--- src/verilog/pbm_pkg.sv ---
// constants for the basic management register set of a 10/100 phy unit
// assumes a single 50 MHz clock and a management host using register indices
package pbm_pkg;
    localparam int IDX_W = 5;
    localparam int DATA_W = 16;
    localparam int NIB_W = 4;
    localparam logic [4:0] IDX_CONTROL = 5'h00;
    localparam logic [4:0] IDX_STATUS = 5'h01;
    localparam logic [4:0] IDX_ID_HIGH = 5'h02;
    localparam logic [4:0] IDX_ID_LOW = 5'h03;
    // control field positions
    localparam int CTL_RESET = 15;
    localparam int CTL_LOOPBACK = 14;
    localparam int CTL_SPEED = 13;
    localparam int CTL_AN_EN = 12;
    localparam int CTL_POWER_DOWN = 11;
    localparam int CTL_AN_RESTART = 9;
    localparam int CTL_DUPLEX = 8;
    localparam int CTL_COL_TEST = 7;
    localparam logic [15:0] CTL_RESET_VAL = 16'h3000;
    // bits 15 and 9 are never stored: they clear themselves
    localparam logic [15:0] CTL_STORE_MASK = 16'h7dff;
    // status field positions
    localparam int STS_AN_DONE = 5;
    localparam int STS_LINK = 2;
    localparam int STS_JABBER = 1;
    // abilities 14:11, an ability 3, extended 0; bits 6 and 4 read zero
    localparam logic [15:0] STS_FIXED = 16'h7809;
    localparam logic [15:0] DATA_ZERO = 16'h0000;
    // timing
    localparam int CLK_PERIOD_NS = 20;
    localparam int DEAD_TIME_NS = 560;
    localparam int DEAD_CYCLES = (DEAD_TIME_NS + CLK_PERIOD_NS - 1) / CLK_PERIOD_NS;
    localparam int SOFT_RESET_CYCLES = 16;
    localparam int CNT_W = 6;
    localparam logic [5:0] DEAD_LOAD = 6'(DEAD_CYCLES - 1);
    localparam logic [5:0] SOFT_LOAD = 6'(SOFT_RESET_CYCLES - 1);
    localparam logic [5:0] CNT_ZERO = 6'h00;
    localparam logic [5:0] CNT_ONE = 6'h01;
    // synchroniser bundle layout
    localparam int SYN_W = 13;
    localparam int SY_LINK = 12;
    localparam int SY_JAB = 11;
    localparam int SY_AN_DONE = 10;
    localparam int SY_AN_SPD = 9;
    localparam int SY_AN_FDX = 8;
    localparam int SY_CFG_VALID = 7;
    localparam int SY_CFG_LB = 6;
    localparam int SY_MED_VALID = 5;
    localparam int SY_FDX_ONLY = 4;
    localparam int SY_MED_DATA = 0;
    typedef enum logic [0:0] {
        PBM_RUN = 1'b0,
        PBM_SOFT_RESET = 1'b1
    } pbm_phase_t;
endpackage

--- src/verilog/pbm_regs.sv ---
// basic control, status and identifier registers of a 10/100 phy unit
// medium-side inputs are asynchronous; management and transmit inputs share clk_sys
`timescale 1ns/1ps
`default_nettype none
module pbm_regs #(
    parameter logic [15:0] ID_HIGH = 16'h1234, // arbitrary value
    parameter logic [15:0] ID_LOW = 16'h5678 // arbitrary value
) (
    input wire logic clk_sys,
    input wire logic rst,
    input wire logic mgmt_req,
    input wire logic mgmt_write,
    input wire logic [pbm_pkg::IDX_W-1:0] mgmt_index,
    input wire logic [pbm_pkg::DATA_W-1:0] mgmt_wdata,
    output logic mgmt_ack,
    output logic [pbm_pkg::DATA_W-1:0] mgmt_rdata,
    output logic mgmt_busy,
    input wire logic [pbm_pkg::NIB_W-1:0] tx_nibble_data,
    input wire logic tx_enable,
    input wire logic [pbm_pkg::NIB_W-1:0] rx_medium_data,
    input wire logic rx_medium_valid,
    input wire logic link_ok_in,
    input wire logic jabber_in,
    input wire logic an_done_in,
    input wire logic an_speed_100_in,
    input wire logic an_full_duplex_in,
    input wire logic loopback_cfg_valid_in,
    input wire logic loopback_cfg_in,
    input wire logic full_duplex_only_in,
    output logic [pbm_pkg::NIB_W-1:0] rx_nibble_data,
    output logic rx_data_valid,
    output logic collision,
    output logic speed_100,
    output logic full_duplex,
    output logic power_down,
    output logic an_enable,
    output logic an_restart,
    output logic medium_isolate
);
    import pbm_pkg::*;

    logic [SYN_W-1:0] sync1_reg, sync1_next;
    logic [SYN_W-1:0] sync2_reg, sync2_next;
    pbm_phase_t phase_reg, phase_next;
    logic [CNT_W-1:0] rst_cnt_reg, rst_cnt_next;
    logic [CNT_W-1:0] dead_cnt_reg, dead_cnt_next;
    logic [DATA_W-1:0] ctrl_reg, ctrl_next;
    logic link_latching_low_reg, link_latching_low_next;
    logic jab_latching_high_reg, jab_latching_high_next;
    logic lb_active_reg, lb_active_next;
    logic ack_reg, ack_next;
    logic [DATA_W-1:0] rdata_reg, rdata_next;
    logic [NIB_W-1:0] rx_data_reg, rx_data_next;
    logic rx_valid_reg, rx_valid_next;
    logic col_reg, col_next;
    logic spd_reg, spd_next;
    logic fdx_reg, fdx_next;
    logic pd_reg, pd_next;
    logic an_en_reg, an_en_next;
    logic restart_reg, restart_next;
    logic do_read, do_write;
    logic lb_now;
    logic duplex_bit;
    logic [DATA_W-1:0] status_word;
    logic [DATA_W-1:0] ctrl_view;

    // register selection by index, used for reads and writes
    function automatic logic [1:0] sel_reg(input logic [IDX_W-1:0] idx);
        logic [1:0] s;
        s = 2'h0;
        if (idx == IDX_CONTROL) begin
            s = 2'h1;
        end else if (idx == IDX_STATUS) begin
            s = 2'h2;
        end else if (idx == IDX_ID_HIGH || idx == IDX_ID_LOW) begin
            s = 2'h3;
        end
        return s;
    endfunction

    always_comb begin
        sync1_next = {link_ok_in, jabber_in, an_done_in, an_speed_100_in, an_full_duplex_in,
                      loopback_cfg_valid_in, loopback_cfg_in, rx_medium_valid,
                      full_duplex_only_in, rx_medium_data};
        sync2_next = sync1_reg;
        do_read = mgmt_req && !mgmt_write;
        // writes are refused while the soft reset runs
        do_write = mgmt_req && mgmt_write && phase_reg == PBM_RUN;
        // configuration setting, when present, decides loopback
        lb_now = sync2_reg[SY_CFG_VALID] ? sync2_reg[SY_CFG_LB] : ctrl_reg[CTL_LOOPBACK];
        // a single-duplex phy shows its only mode in bit 8
        duplex_bit = sync2_reg[SY_FDX_ONLY] ? 1'b1 : ctrl_reg[CTL_DUPLEX];
        ctrl_view = ctrl_reg;
        ctrl_view[CTL_DUPLEX] = duplex_bit;
        ctrl_view[CTL_RESET] = (phase_reg == PBM_SOFT_RESET);
        status_word = STS_FIXED;
        status_word[STS_AN_DONE] = sync2_reg[SY_AN_DONE] && ctrl_reg[CTL_AN_EN];
        status_word[STS_LINK] = link_latching_low_reg;
        status_word[STS_JABBER] = jab_latching_high_reg;

        phase_next = phase_reg;
        rst_cnt_next = rst_cnt_reg;
        ctrl_next = ctrl_reg;
        restart_next = 1'b0;
        case (phase_reg)
            PBM_RUN: begin
                if (do_write && sel_reg(mgmt_index) == 2'h1) begin
                    if (mgmt_wdata[CTL_RESET]) begin
                        phase_next = PBM_SOFT_RESET;
                        rst_cnt_next = SOFT_LOAD;
                        ctrl_next = CTL_RESET_VAL;
                    end else begin
                        ctrl_next = mgmt_wdata & CTL_STORE_MASK;
                        restart_next = mgmt_wdata[CTL_AN_RESTART];
                    end
                end
            end
            PBM_SOFT_RESET: begin
                ctrl_next = CTL_RESET_VAL;
                if (rst_cnt_reg == CNT_ZERO) begin
                    phase_next = PBM_RUN;
                end else begin
                    rst_cnt_next = rst_cnt_reg - CNT_ONE;
                end
            end
            default: begin
                phase_next = PBM_RUN;
            end
        endcase

        // a read reloads the latch from the live level; a new event still wins
        if (phase_reg == PBM_SOFT_RESET) begin
            link_latching_low_next = 1'b0;
            jab_latching_high_next = 1'b0;
        end else if (do_read && sel_reg(mgmt_index) == 2'h2) begin
            link_latching_low_next = sync2_reg[SY_LINK];
            jab_latching_high_next = sync2_reg[SY_JAB];
        end else begin
            link_latching_low_next = link_latching_low_reg && sync2_reg[SY_LINK];
            jab_latching_high_next = jab_latching_high_reg || sync2_reg[SY_JAB];
        end

        ack_next = mgmt_req;
        rdata_next = DATA_ZERO;
        if (do_read) begin
            if (sel_reg(mgmt_index) == 2'h1) begin
                rdata_next = ctrl_view;
            end else if (sel_reg(mgmt_index) == 2'h2) begin
                rdata_next = status_word;
            end else if (mgmt_index == IDX_ID_HIGH) begin
                rdata_next = ID_HIGH;
            end else if (mgmt_index == IDX_ID_LOW) begin
                rdata_next = ID_LOW;
            end
        end

        // loopback entry blanks received data for the descrambler dead time
        lb_active_next = lb_now;
        if (lb_now && !lb_active_reg) begin
            dead_cnt_next = DEAD_LOAD;
        end else if (dead_cnt_reg != CNT_ZERO) begin
            dead_cnt_next = dead_cnt_reg - CNT_ONE;
        end else begin
            dead_cnt_next = CNT_ZERO;
        end
        if (lb_now) begin
            rx_data_next = tx_nibble_data;
            rx_valid_next = tx_enable && lb_active_reg && dead_cnt_reg == CNT_ZERO;
        end else begin
            rx_data_next = sync2_reg[SY_MED_DATA +: NIB_W];
            rx_valid_next = sync2_reg[SY_MED_VALID];
        end

        col_next = ctrl_reg[CTL_COL_TEST] && tx_enable;
        an_en_next = ctrl_reg[CTL_AN_EN];
        spd_next = ctrl_reg[CTL_AN_EN] ? sync2_reg[SY_AN_SPD] : ctrl_reg[CTL_SPEED];
        if (lb_now) begin
            fdx_next = 1'b1;
        end else if (ctrl_reg[CTL_AN_EN]) begin
            fdx_next = sync2_reg[SY_AN_FDX];
        end else begin
            fdx_next = duplex_bit;
        end
        pd_next = ctrl_reg[CTL_POWER_DOWN];
    end

    always_ff @(posedge clk_sys) begin
        if (rst) begin
            sync1_reg <= '0;
            sync2_reg <= '0;
            phase_reg <= PBM_RUN;
            rst_cnt_reg <= CNT_ZERO;
            dead_cnt_reg <= CNT_ZERO;
            ctrl_reg <= CTL_RESET_VAL;
            link_latching_low_reg <= 1'b0;
            jab_latching_high_reg <= 1'b0;
            lb_active_reg <= 1'b0;
            ack_reg <= 1'b0;
            rdata_reg <= DATA_ZERO;
            rx_data_reg <= '0;
            rx_valid_reg <= 1'b0;
            col_reg <= 1'b0;
            spd_reg <= 1'b0;
            fdx_reg <= 1'b0;
            pd_reg <= 1'b0;
            an_en_reg <= 1'b0;
            restart_reg <= 1'b0;
        end else begin
            sync1_reg <= sync1_next;
            sync2_reg <= sync2_next;
            phase_reg <= phase_next;
            rst_cnt_reg <= rst_cnt_next;
            dead_cnt_reg <= dead_cnt_next;
            ctrl_reg <= ctrl_next;
            link_latching_low_reg <= link_latching_low_next;
            jab_latching_high_reg <= jab_latching_high_next;
            lb_active_reg <= lb_active_next;
            ack_reg <= ack_next;
            rdata_reg <= rdata_next;
            rx_data_reg <= rx_data_next;
            rx_valid_reg <= rx_valid_next;
            col_reg <= col_next;
            spd_reg <= spd_next;
            fdx_reg <= fdx_next;
            pd_reg <= pd_next;
            an_en_reg <= an_en_next;
            restart_reg <= restart_next;
        end
    end

    assign mgmt_ack = ack_reg;
    assign mgmt_rdata = rdata_reg;
    assign mgmt_busy = phase_reg;
    assign rx_nibble_data = rx_data_reg;
    assign rx_data_valid = rx_valid_reg;
    assign collision = col_reg;
    assign speed_100 = spd_reg;
    assign full_duplex = fdx_reg;
    assign power_down = pd_reg;
    assign an_enable = an_en_reg;
    assign an_restart = restart_reg;
    assign medium_isolate = lb_active_reg;

    chk_soft_reset_busy: assert property (@(posedge clk_sys) disable iff (rst)
        (mgmt_req && mgmt_write && !mgmt_busy && mgmt_index == IDX_CONTROL
         && mgmt_wdata[CTL_RESET])
        |=> mgmt_busy [*8] ##[1:12] !mgmt_busy)
        else $error("soft reset did not hold busy for its duration");

    chk_loop_route_data: assert property (@(posedge clk_sys) disable iff (rst)
        (lb_now && lb_active_reg && dead_cnt_reg == CNT_ZERO && tx_enable)
        |=> (rx_data_valid && rx_nibble_data == $past(tx_nibble_data)))
        else $error("loopback did not route transmit nibble to receive path");

    chk_dead_time_gap: assert property (@(posedge clk_sys) disable iff (rst)
        $rose(medium_isolate) |-> !rx_data_valid [*8])
        else $error("receive data valid inside loopback dead time");

    chk_loop_cfg_wins: assert property (@(posedge clk_sys) disable iff (rst)
        (sync2_reg[SY_CFG_VALID] && !sync2_reg[SY_CFG_LB] && ctrl_reg[CTL_LOOPBACK])
        |=> !medium_isolate)
        else $error("loopback bit overrode the configuration setting");

    chk_speed_ignored: assert property (@(posedge clk_sys) disable iff (rst)
        ctrl_reg[CTL_AN_EN] |=> (speed_100 == $past(sync2_reg[SY_AN_SPD]) && an_enable))
        else $error("speed bit used while autonegotiation enabled");

    chk_duplex_in_loop: assert property (@(posedge clk_sys) disable iff (rst)
        lb_now |=> full_duplex)
        else $error("duplex output depends on duplex bit in loopback");

    chk_collision_test: assert property (@(posedge clk_sys) disable iff (rst)
        (ctrl_reg[CTL_COL_TEST] && tx_enable) |=> collision)
        else $error("collision test did not force collision");

    chk_restart_pulse: assert property (@(posedge clk_sys) disable iff (rst)
        (mgmt_req && mgmt_write && !mgmt_busy && mgmt_index == IDX_CONTROL
         && !mgmt_wdata[CTL_RESET] && mgmt_wdata[CTL_AN_RESTART])
        |=> an_restart ##1 !an_restart)
        else $error("autonegotiation restart not a single pulse");

    chk_status_fixed: assert property (@(posedge clk_sys) disable iff (rst)
        (mgmt_req && !mgmt_write && mgmt_index == IDX_STATUS)
        |=> (mgmt_ack && mgmt_rdata[14:11] == 4'hf && !mgmt_rdata[6] && !mgmt_rdata[4]
             && mgmt_rdata[3] && mgmt_rdata[0]))
        else $error("status fixed bits wrong");

    chk_link_latch_low: assert property (@(posedge clk_sys) disable iff (rst)
        (!sync2_reg[SY_LINK]) |=> !link_latching_low_reg)
        else $error("link drop not latched low");

    chk_jabber_latch: assert property (@(posedge clk_sys) disable iff (rst)
        (jab_latching_high_reg && !(mgmt_req && !mgmt_write && mgmt_index == IDX_STATUS))
        |=> jab_latching_high_reg || mgmt_busy)
        else $error("jabber flag dropped without a read");

    chk_id_words: assert property (@(posedge clk_sys) disable iff (rst)
        (mgmt_req && !mgmt_write && mgmt_index == IDX_ID_HIGH)
        |=> (mgmt_ack && mgmt_rdata == ID_HIGH))
        else $error("identifier high word wrong");

    chk_id_low_word: assert property (@(posedge clk_sys) disable iff (rst)
        (mgmt_req && !mgmt_write && mgmt_index == IDX_ID_LOW)
        |=> (mgmt_ack && mgmt_rdata == ID_LOW))
        else $error("identifier low word wrong");

    chk_unmapped_reads_zero: assert property (@(posedge clk_sys) disable iff (rst)
        (mgmt_req && !mgmt_write && mgmt_index > IDX_ID_LOW)
        |=> (mgmt_ack && mgmt_rdata == DATA_ZERO))
        else $error("unmapped index did not read zero");

    chk_reset_bit_reads: assert property (@(posedge clk_sys) disable iff (rst)
        (mgmt_req && !mgmt_write && mgmt_index == IDX_CONTROL && mgmt_busy)
        |=> mgmt_rdata[CTL_RESET])
        else $error("reset bit not read as one during soft reset");

    chk_self_clear_bits: assert property (@(posedge clk_sys) disable iff (rst)
        (mgmt_req && !mgmt_write && mgmt_index == IDX_CONTROL && !mgmt_busy)
        |=> (!mgmt_rdata[CTL_RESET] && !mgmt_rdata[CTL_AN_RESTART]))
        else $error("self clearing control bit read as one");

    chk_speed_manual: assert property (@(posedge clk_sys) disable iff (rst)
        !ctrl_reg[CTL_AN_EN] |=> speed_100 == $past(ctrl_reg[CTL_SPEED]))
        else $error("speed output does not follow speed bit");

    chk_duplex_manual: assert property (@(posedge clk_sys) disable iff (rst)
        (!ctrl_reg[CTL_AN_EN] && !lb_now && !sync2_reg[SY_FDX_ONLY])
        |=> full_duplex == $past(ctrl_reg[CTL_DUPLEX]))
        else $error("duplex output does not follow duplex bit");

    chk_single_duplex: assert property (@(posedge clk_sys) disable iff (rst)
        (mgmt_req && !mgmt_write && mgmt_index == IDX_CONTROL && sync2_reg[SY_FDX_ONLY])
        |=> mgmt_rdata[CTL_DUPLEX])
        else $error("duplex bit does not show the only supported mode");

    chk_power_down_follows: assert property (@(posedge clk_sys) disable iff (rst)
        (mgmt_req && mgmt_write && !mgmt_busy && mgmt_index == IDX_CONTROL
         && !mgmt_wdata[CTL_RESET] && mgmt_wdata[CTL_POWER_DOWN])
        |=> ##1 power_down)
        else $error("power down bit did not reach the output");

    chk_an_done_bit: assert property (@(posedge clk_sys) disable iff (rst)
        (mgmt_req && !mgmt_write && mgmt_index == IDX_STATUS && sync2_reg[SY_AN_DONE]
         && ctrl_reg[CTL_AN_EN])
        |=> mgmt_rdata[STS_AN_DONE])
        else $error("negotiation complete not reported");

    chk_link_holds_low: assert property (@(posedge clk_sys) disable iff (rst)
        (!link_latching_low_reg && !mgmt_busy
         && !(mgmt_req && !mgmt_write && mgmt_index == IDX_STATUS))
        |=> !link_latching_low_reg)
        else $error("link flag rose without a status read");
endmodule // pbm_regs
`default_nettype wire
--- config.mk ---
export PLATFORM = sky130hd
export DESIGN_NAME = pbm_regs
export DESIGN_NICKNAME = d
export VERILOG_FILES = /design/src/verilog/pbm_pkg.sv /design/src/verilog/pbm_regs.sv
export SDC_FILE = /design/constraint.sdc
export NUM_CORES = 1
export LEC_CHECK = 0
export ABC_AREA = 1
export BUFFER_PORTS_ARGS = -buffer_cell sky130_fd_sc_hd__buf_2
export CAP_MARGIN = 20
export CORE_MARGIN = 4
export CORE_UTILIZATION = 40
export DETAILED_ROUTE_END_ITERATION = 10
export PLACE_DENSITY = 0.6
export SYNTH_ARGS = -nofsm -noshare
export SYNTH_HDL_FRONTEND = slang
export SYNTH_SLANG_ARGS = --single-unit
--- constraint.sdc ---
create_clock -name clk_sys -period 3.9 [get_ports clk_sys]
set_input_delay 0.975 -clock clk_sys [delete_from_list [all_inputs] [get_ports clk_sys]]
set_output_delay 0.975 -clock clk_sys [all_outputs]
set_load 0.01 [all_outputs]
# --- After elaboration in Yosys (flattened, before gate mapping) ---
# Cells that the tools add are included.
word_totals:
  regBits: 85
  input_bits: 43
  output_inout_bits: 30
  wordCells: 93
op_classes:
  addsub: 2
  eq_ne: 10
  mux: 33
  n_bitwise: 4
  n_reduce_logical: 24
ops:
  columns: ["op", "count"]
  rows:
  - ["$mux 15", 5]
  - ["$pmux 15 s2", 1]
  - ["$mux 6", 3]
  - ["$mux 16", 1]
  - ["$mux 2", 7]
  - ["$logic_not 6->1", 2]
  - ["$pmux 6 s2", 1]
  - ["$sub 6x1->6 const B", 2]
  - ["$logic_and 1x1->1", 11]
  - ["$mux 1", 11]
  - ["$eq 5x2->1 const B", 2]
  - ["$mux 5", 2]
  - ["$reduce_bool 6->1", 1]
  - ["$eq 5x1->1 const B", 1]
  - ["$logic_not 5->1", 1]
  - ["$eq 2x1->1 const B", 2]
  - ["$eq 2x2->1 const B", 2]
  - ["$mux 4", 1]
  - ["$ne 2x2->1 const B", 2]
  - ["$not 1->1", 4]
  - ["$reduce_or 2->1", 2]
  - ["$reduce_or 4->1", 1]
  - ["$reduce_and 3->1", 1]
  - ["$reduce_or 3->1", 1]
  - ["other kinds (4)", 6]

# --- Logic depth before layout (Yosys ltp) ---
depth:
  depth_word: 12
  ltp_mapped: 9
  depth_no_buf: 9

# --- Worst setup path before layout ---
# OpenSTA, ideal clock, no wires.
synth_timing:
  path_kind: "input to register"
  start: "input mgmt_index[0] (netlist bit)"
  end: "register ctrl_reg[10]"
  setup_ns: 0.070
  arrival_time_ns: 1.812
  required_time_ns: 3.830
  setup_slack_ns: 2.018
  cell_stages: 7
  path_buffers: 1
  path_cell_list: "or2_4 > nor2_4 > nand2_2 > nor2_4 > buf_6 > nand2_1 > a21oi_1"
synth_via:
  elab_chain_cells: 9
  elab_cells_between_ends: 12
  classes_between: "5 x eq/ne; 4 x mux; 3 x reduce/logical"
synth_rtl:
  columns: ["item", "line_no", "source"]
  rows:
  - ["from (decl)", "pbm_regs.sv:13", "input wire logic [pbm_pkg::IDX_W-1:0] mgmt_index,"]
  - ["$eq 5x2->1", "pbm_regs.sv:75", "end else if (idx == IDX_ID_HIGH || idx == IDX_ID_LOW) begin"]
  - ["$logic_or 1x1->1", "pbm_regs.sv:75", null]
  - ["$mux 2", "pbm_regs.sv:75", null]
  - ["$mux 2", "pbm_regs.sv:73", "end else if (idx == IDX_STATUS) begin"]
  - ["$mux 2 *", "pbm_regs.sv:71", "if (idx == IDX_CONTROL) begin"]
  - ["$mux 2 *", "pbm_regs.sv:105", "case (phase_reg)"]
  - ["$eq 2x1->1 *", "pbm_regs.sv:107", "if (do_write && sel_reg(mgmt_index) == 2'h1) begin"]
  - ["$logic_and 1x1->1 *", "pbm_regs.sv:107", null]
  - ["$ne 2x1->1 (no source line) *", null, null]
  - ["to (signal assigned)", "pbm_regs.sv:214", "ctrl_reg <= ctrl_next;"]
  - ["to (decl)", "pbm_regs.sv:47", "logic [DATA_W-1:0] ctrl_reg, ctrl_next;"]
# Every way passes the cells marked *; elsewhere a longest branch is shown, timed or not. The select of a mux whose other input is x is not followed.
# A chain may end at the register's enable or synchronous reset.

# --- Worst setup path in the final report ---
layout_timing:
  start: "input rst"
  end: "register dead_cnt_reg[5]"
layout_via:
  elab_chain_cells: 1
layout_rtl:
  columns: ["item", "line_no", "source"]
  rows:
  - ["from (decl)", "pbm_regs.sv:10", "input wire logic rst,"]
  - ["$reduce_or 3->1 (no source line)", null, null]
  - ["to (signal assigned)", "pbm_regs.sv:213", "dead_cnt_reg <= dead_cnt_next;"]
  - ["to (decl)", "pbm_regs.sv:46", "logic [CNT_W-1:0] dead_cnt_reg, dead_cnt_next;"]
# Every way passes these cells.

==> flow_results.org <==
** Status
- The run finished with clean final reports.

** Layout
- FILL cells :: 753
- Antenna diode count :: 0
- Non-filler cells, final :: 544
- Layout cells sized above 1 :: 0.213
- The register with the most flip-flops in the layout has 16 of them.
- From synthesis to final layout, the design area changed by 20.8%.
- After the last flow step, the layout net total stands at 489.

** Synthesis
- Synthesis instantiated 28 different standard cells from the library.
- Most common cell in the netlist :: dfxtp_1
- Counting every instance in the synthesized netlist gives 368.
- Top_reg_cell synth :: dfxtp_1
- For this run, the register share of the synthesized area comes to 0.570.
- A synthesized cell averages 8.02 um^2.
- The biggest area contributor in the post-synthesis netlist is dfxtp_1.
- FF+latch count, synth :: 84
- YS warnings :: 0
- By count the netlist is led by 84 x dfxtp_1, 65 x nand2_1, 57 x nor2_1.
- Of the post-synthesis cell area, the dominant cell type holds 0.570.
- Sorting the synthesized cells by area gives the leading types as dfxtp_1 57%, nand2_1 8.3%, nor2_1 7.3%.
- Counting every net in the synthesized netlist gives 414.
- Of all flip-flops after synthesis, the portion carrying an async set or reset was 0.
- In this run, synthesis inferred 0 flip-flops with an integrated enable.
- Synthesized cell area :: 2950 um^2

** Place
- Dpl hpwl :: 4.32 mm
- Timing analysis after detailed placement gives a worst setup slack of 1.21 ns.
- Number of buffer cells added on primary ports :: 72
- Routability-driven placement finished with a final weighted congestion of 0.796.
- Number of placed instances, taps included :: 531

** Floorplan
- Area of the die :: 8810 um^2
- 73 I/O pins were placed.
- The initial utilization of the core area, before any placement, comes to 0.409.
- From left edge to right edge, the die measures 93.9 um.
- Row count :: 31
- The die is 93.9 um tall.
- After floorplanning, the core was sized to cover 7210 um^2.

** Routing
- Antenna viol nets, final :: 0
- For this run, design rule violations remaining after detail routing come to 0.
- Total wire length after detailed routing :: 6.07 mm
- Detailed route wirelength on metal3 :: 514 um
- In the final routing, the length of wire on met1 measures 2.96 mm.
- Vias per cell :: 4.40
- Violation count after the first detailed-routing iteration :: 94
- Uppermost signal routing layer after detailed routing :: met4
- The routed layout has 2,396 vias.
- Summed over all nets, wire length on met2 after detailed routing comes to 2.53 mm.
- Detailed Routing Iterations Pass 1 :: 4
- Average wire per standard cell :: 11.2 um

** Flow run
- Max-cap violation count :: 0

** Timing
- The worst pin sits at a relative slew slack of 0.635.
- For this run, the top clock speed supported by timing is 436 MHz.
- Slack of the critical path :: 1.61 ns
- Setup violations remaining at the end of the flow were counted as 0.
- Max-slew violations :: 0
- Hold Vio Cnt, Final :: 0
- In the final timing run, aggregate negative setup slack is 0 ns.
- Worst hold slack :: 0.400 ns
- For the pin with the worst max-slew slack, the measured transition is 0.544 ns.
- The clock period could shrink to 2.29 ns.
- Setup repair after global routing left no endpoint under its margin.
- Dividing the final minimum period by the clock period gives 0.588.
- Clock skew on the completed layout was measured at 0.00915 ns.

** Setup path
- The critical path is of the input port to flop type.
- Master of the slowest instance on the critical path :: clkinv_1
- STA puts the critical path data required time at 4.15 ns.
- Maximum fanout along the worst path :: 48
- Setup slack on the worst reg-to-reg path comes out at 2.19 ns.
- CP startpoint kind :: input port
- In this design, the critical path's most frequently occurring cell is nand2_1.
- STA classifies the critical path endpoint as a flop.
- The signal on the critical path passes through buf_2, buf_4, clkinv_1, nand2_1, nor2_1, nand2_1, inv_1.
- Data on the critical path arrives at its endpoint at 2.54 ns.
- Delay of the slowest cell on the worst path :: 0.58 ns
- For the worst flop-to-flop path, the logic depth is 4.

** CTS
- Hold buffers post-CTS :: 0
- The clock passes through at most 2 buffers.
- Number of sinks on the clock net :: 84
- CTS HTree Levels :: 3
- Clock-pin slew was measured on the worst setup and hold paths at 0.08 ns.
- TritonCTS built the clock tree.
- Counting the buffers created by CTS gives 9.
- The clock reaches the later pin of the worst-skew pair after 0.34 ns.
- Post-CTS Setup Repair Bufs :: 0
- Buffer type at the clock tree root :: clkbuf_8
- The number of gates resized after CTS was 0.

** GRT
- Antenna violations before repair :: 0
- Aggregate global-route resource usage :: 0.145
- Maximum number of pins on one net before global-route repair :: 49
- The via count of the first global-routing pass is 2,150.
- The first global-routing pass estimated 9.86 mm of wire.
- Global routing finished with a remaining overflow of 0.

** Pwr
- IR analysis of the VDD net gives a maximum drop of 272 uV.
- For this design the static power due to leakage is 1.77 nW.
- Power spread over the standard cell area amounts to 459 nW/um^2.

** Hold path
- Along the worst hold path, the cell count comes to 2.
- The worst hold path belongs to the class flop to flop.
layout make-up:
class	count	area (um^2)	area share
flip-flops and latches	84	1680	0.472
multi-input cells	217	1010	0.283
repair buffers	73	368	0.103
inverters	58	218	0.0611
clock buffers	11	151	0.0425
well taps	99	124	0.0348
clock inverters	2	12.5	0.00351
worst paths after layout:
kind,start,end
worst max-delay path,rst,dead_cnt_reg[5]
worst min-delay path,sync1_reg[1],sync2_reg[1]
worst max register to register,mgmt_busy,ctrl_reg[12]
worst min register to register,sync1_reg[1],sync2_reg[1]
per-layer routing:
metal  track usage  vias up
met4        0.0433        0
met3        0.0649       10
met2         0.215       70
met1         0.188     1024
li1              -     1292
met5             0        -
stage by stage:
step | total power (W) | area [um^2] | util
6_report | 0.00163 | 3560 | 0.494
5_1_grt | 0.00173 | 3560 | 0.494
4_1_cts | 0.00166 | 3560 | 0.494
3_5_place_dp | 0.00112 | 3400 | 0.471
3_3_place_gp | 0.00112 | 3400 | 0.471
2_1_floorplan | 0.00107 | 2950 | -
cell usage in the layout (no fill, tap or decap), types with 3 or more instances in the layout:
cell | Yosys | routed
nand4_1 | 3 | 3
ha_1 | 3 | 3
dfxtp_1 | 84 | 84
clkbuf_8 | 0 | 11
nor2_1 | 57 | 57
nor3_1 | 3 | 3
a21oi_1 | 19 | 19
inv_1 | 56 | 56
or2_2 | 4 | 4
buf_2 | 1 | 72
o21ai_0 | 16 | 16
nand2_1 | 65 | 65
nand3_1 | 32 | 32
power by group:
part / leakage (nW) / total, W / internal, W / switching, W
logic: 1.00 / 0.000181 / 0.0000772 / 0.000104
registers: 0.685 / 0.000922 / 0.000900 / 0.0000220
clock network: 0.0831 / 0.000532 / 0.000254 / 0.000277
critical path, delay by kind of cell:
| kind | cells | cell delay, ns |
|---|---|---|
| buf+inv | 4 | 1.11 |
| simple gates | 3 | 0.44 |
logic make-up (layout without fill, tap and decap cells):
family	after synthesis	count (layout)	synth area share
simple gates	170	170	0.248
flops	84	84	0.570
buf+inv	67	144	0.0882
compound gates	42	42	0.0755
fa+ha+maj	3	3	0.0127
xor+xnor	2	2	0.00594
Power figures use the tool's default switching activity.
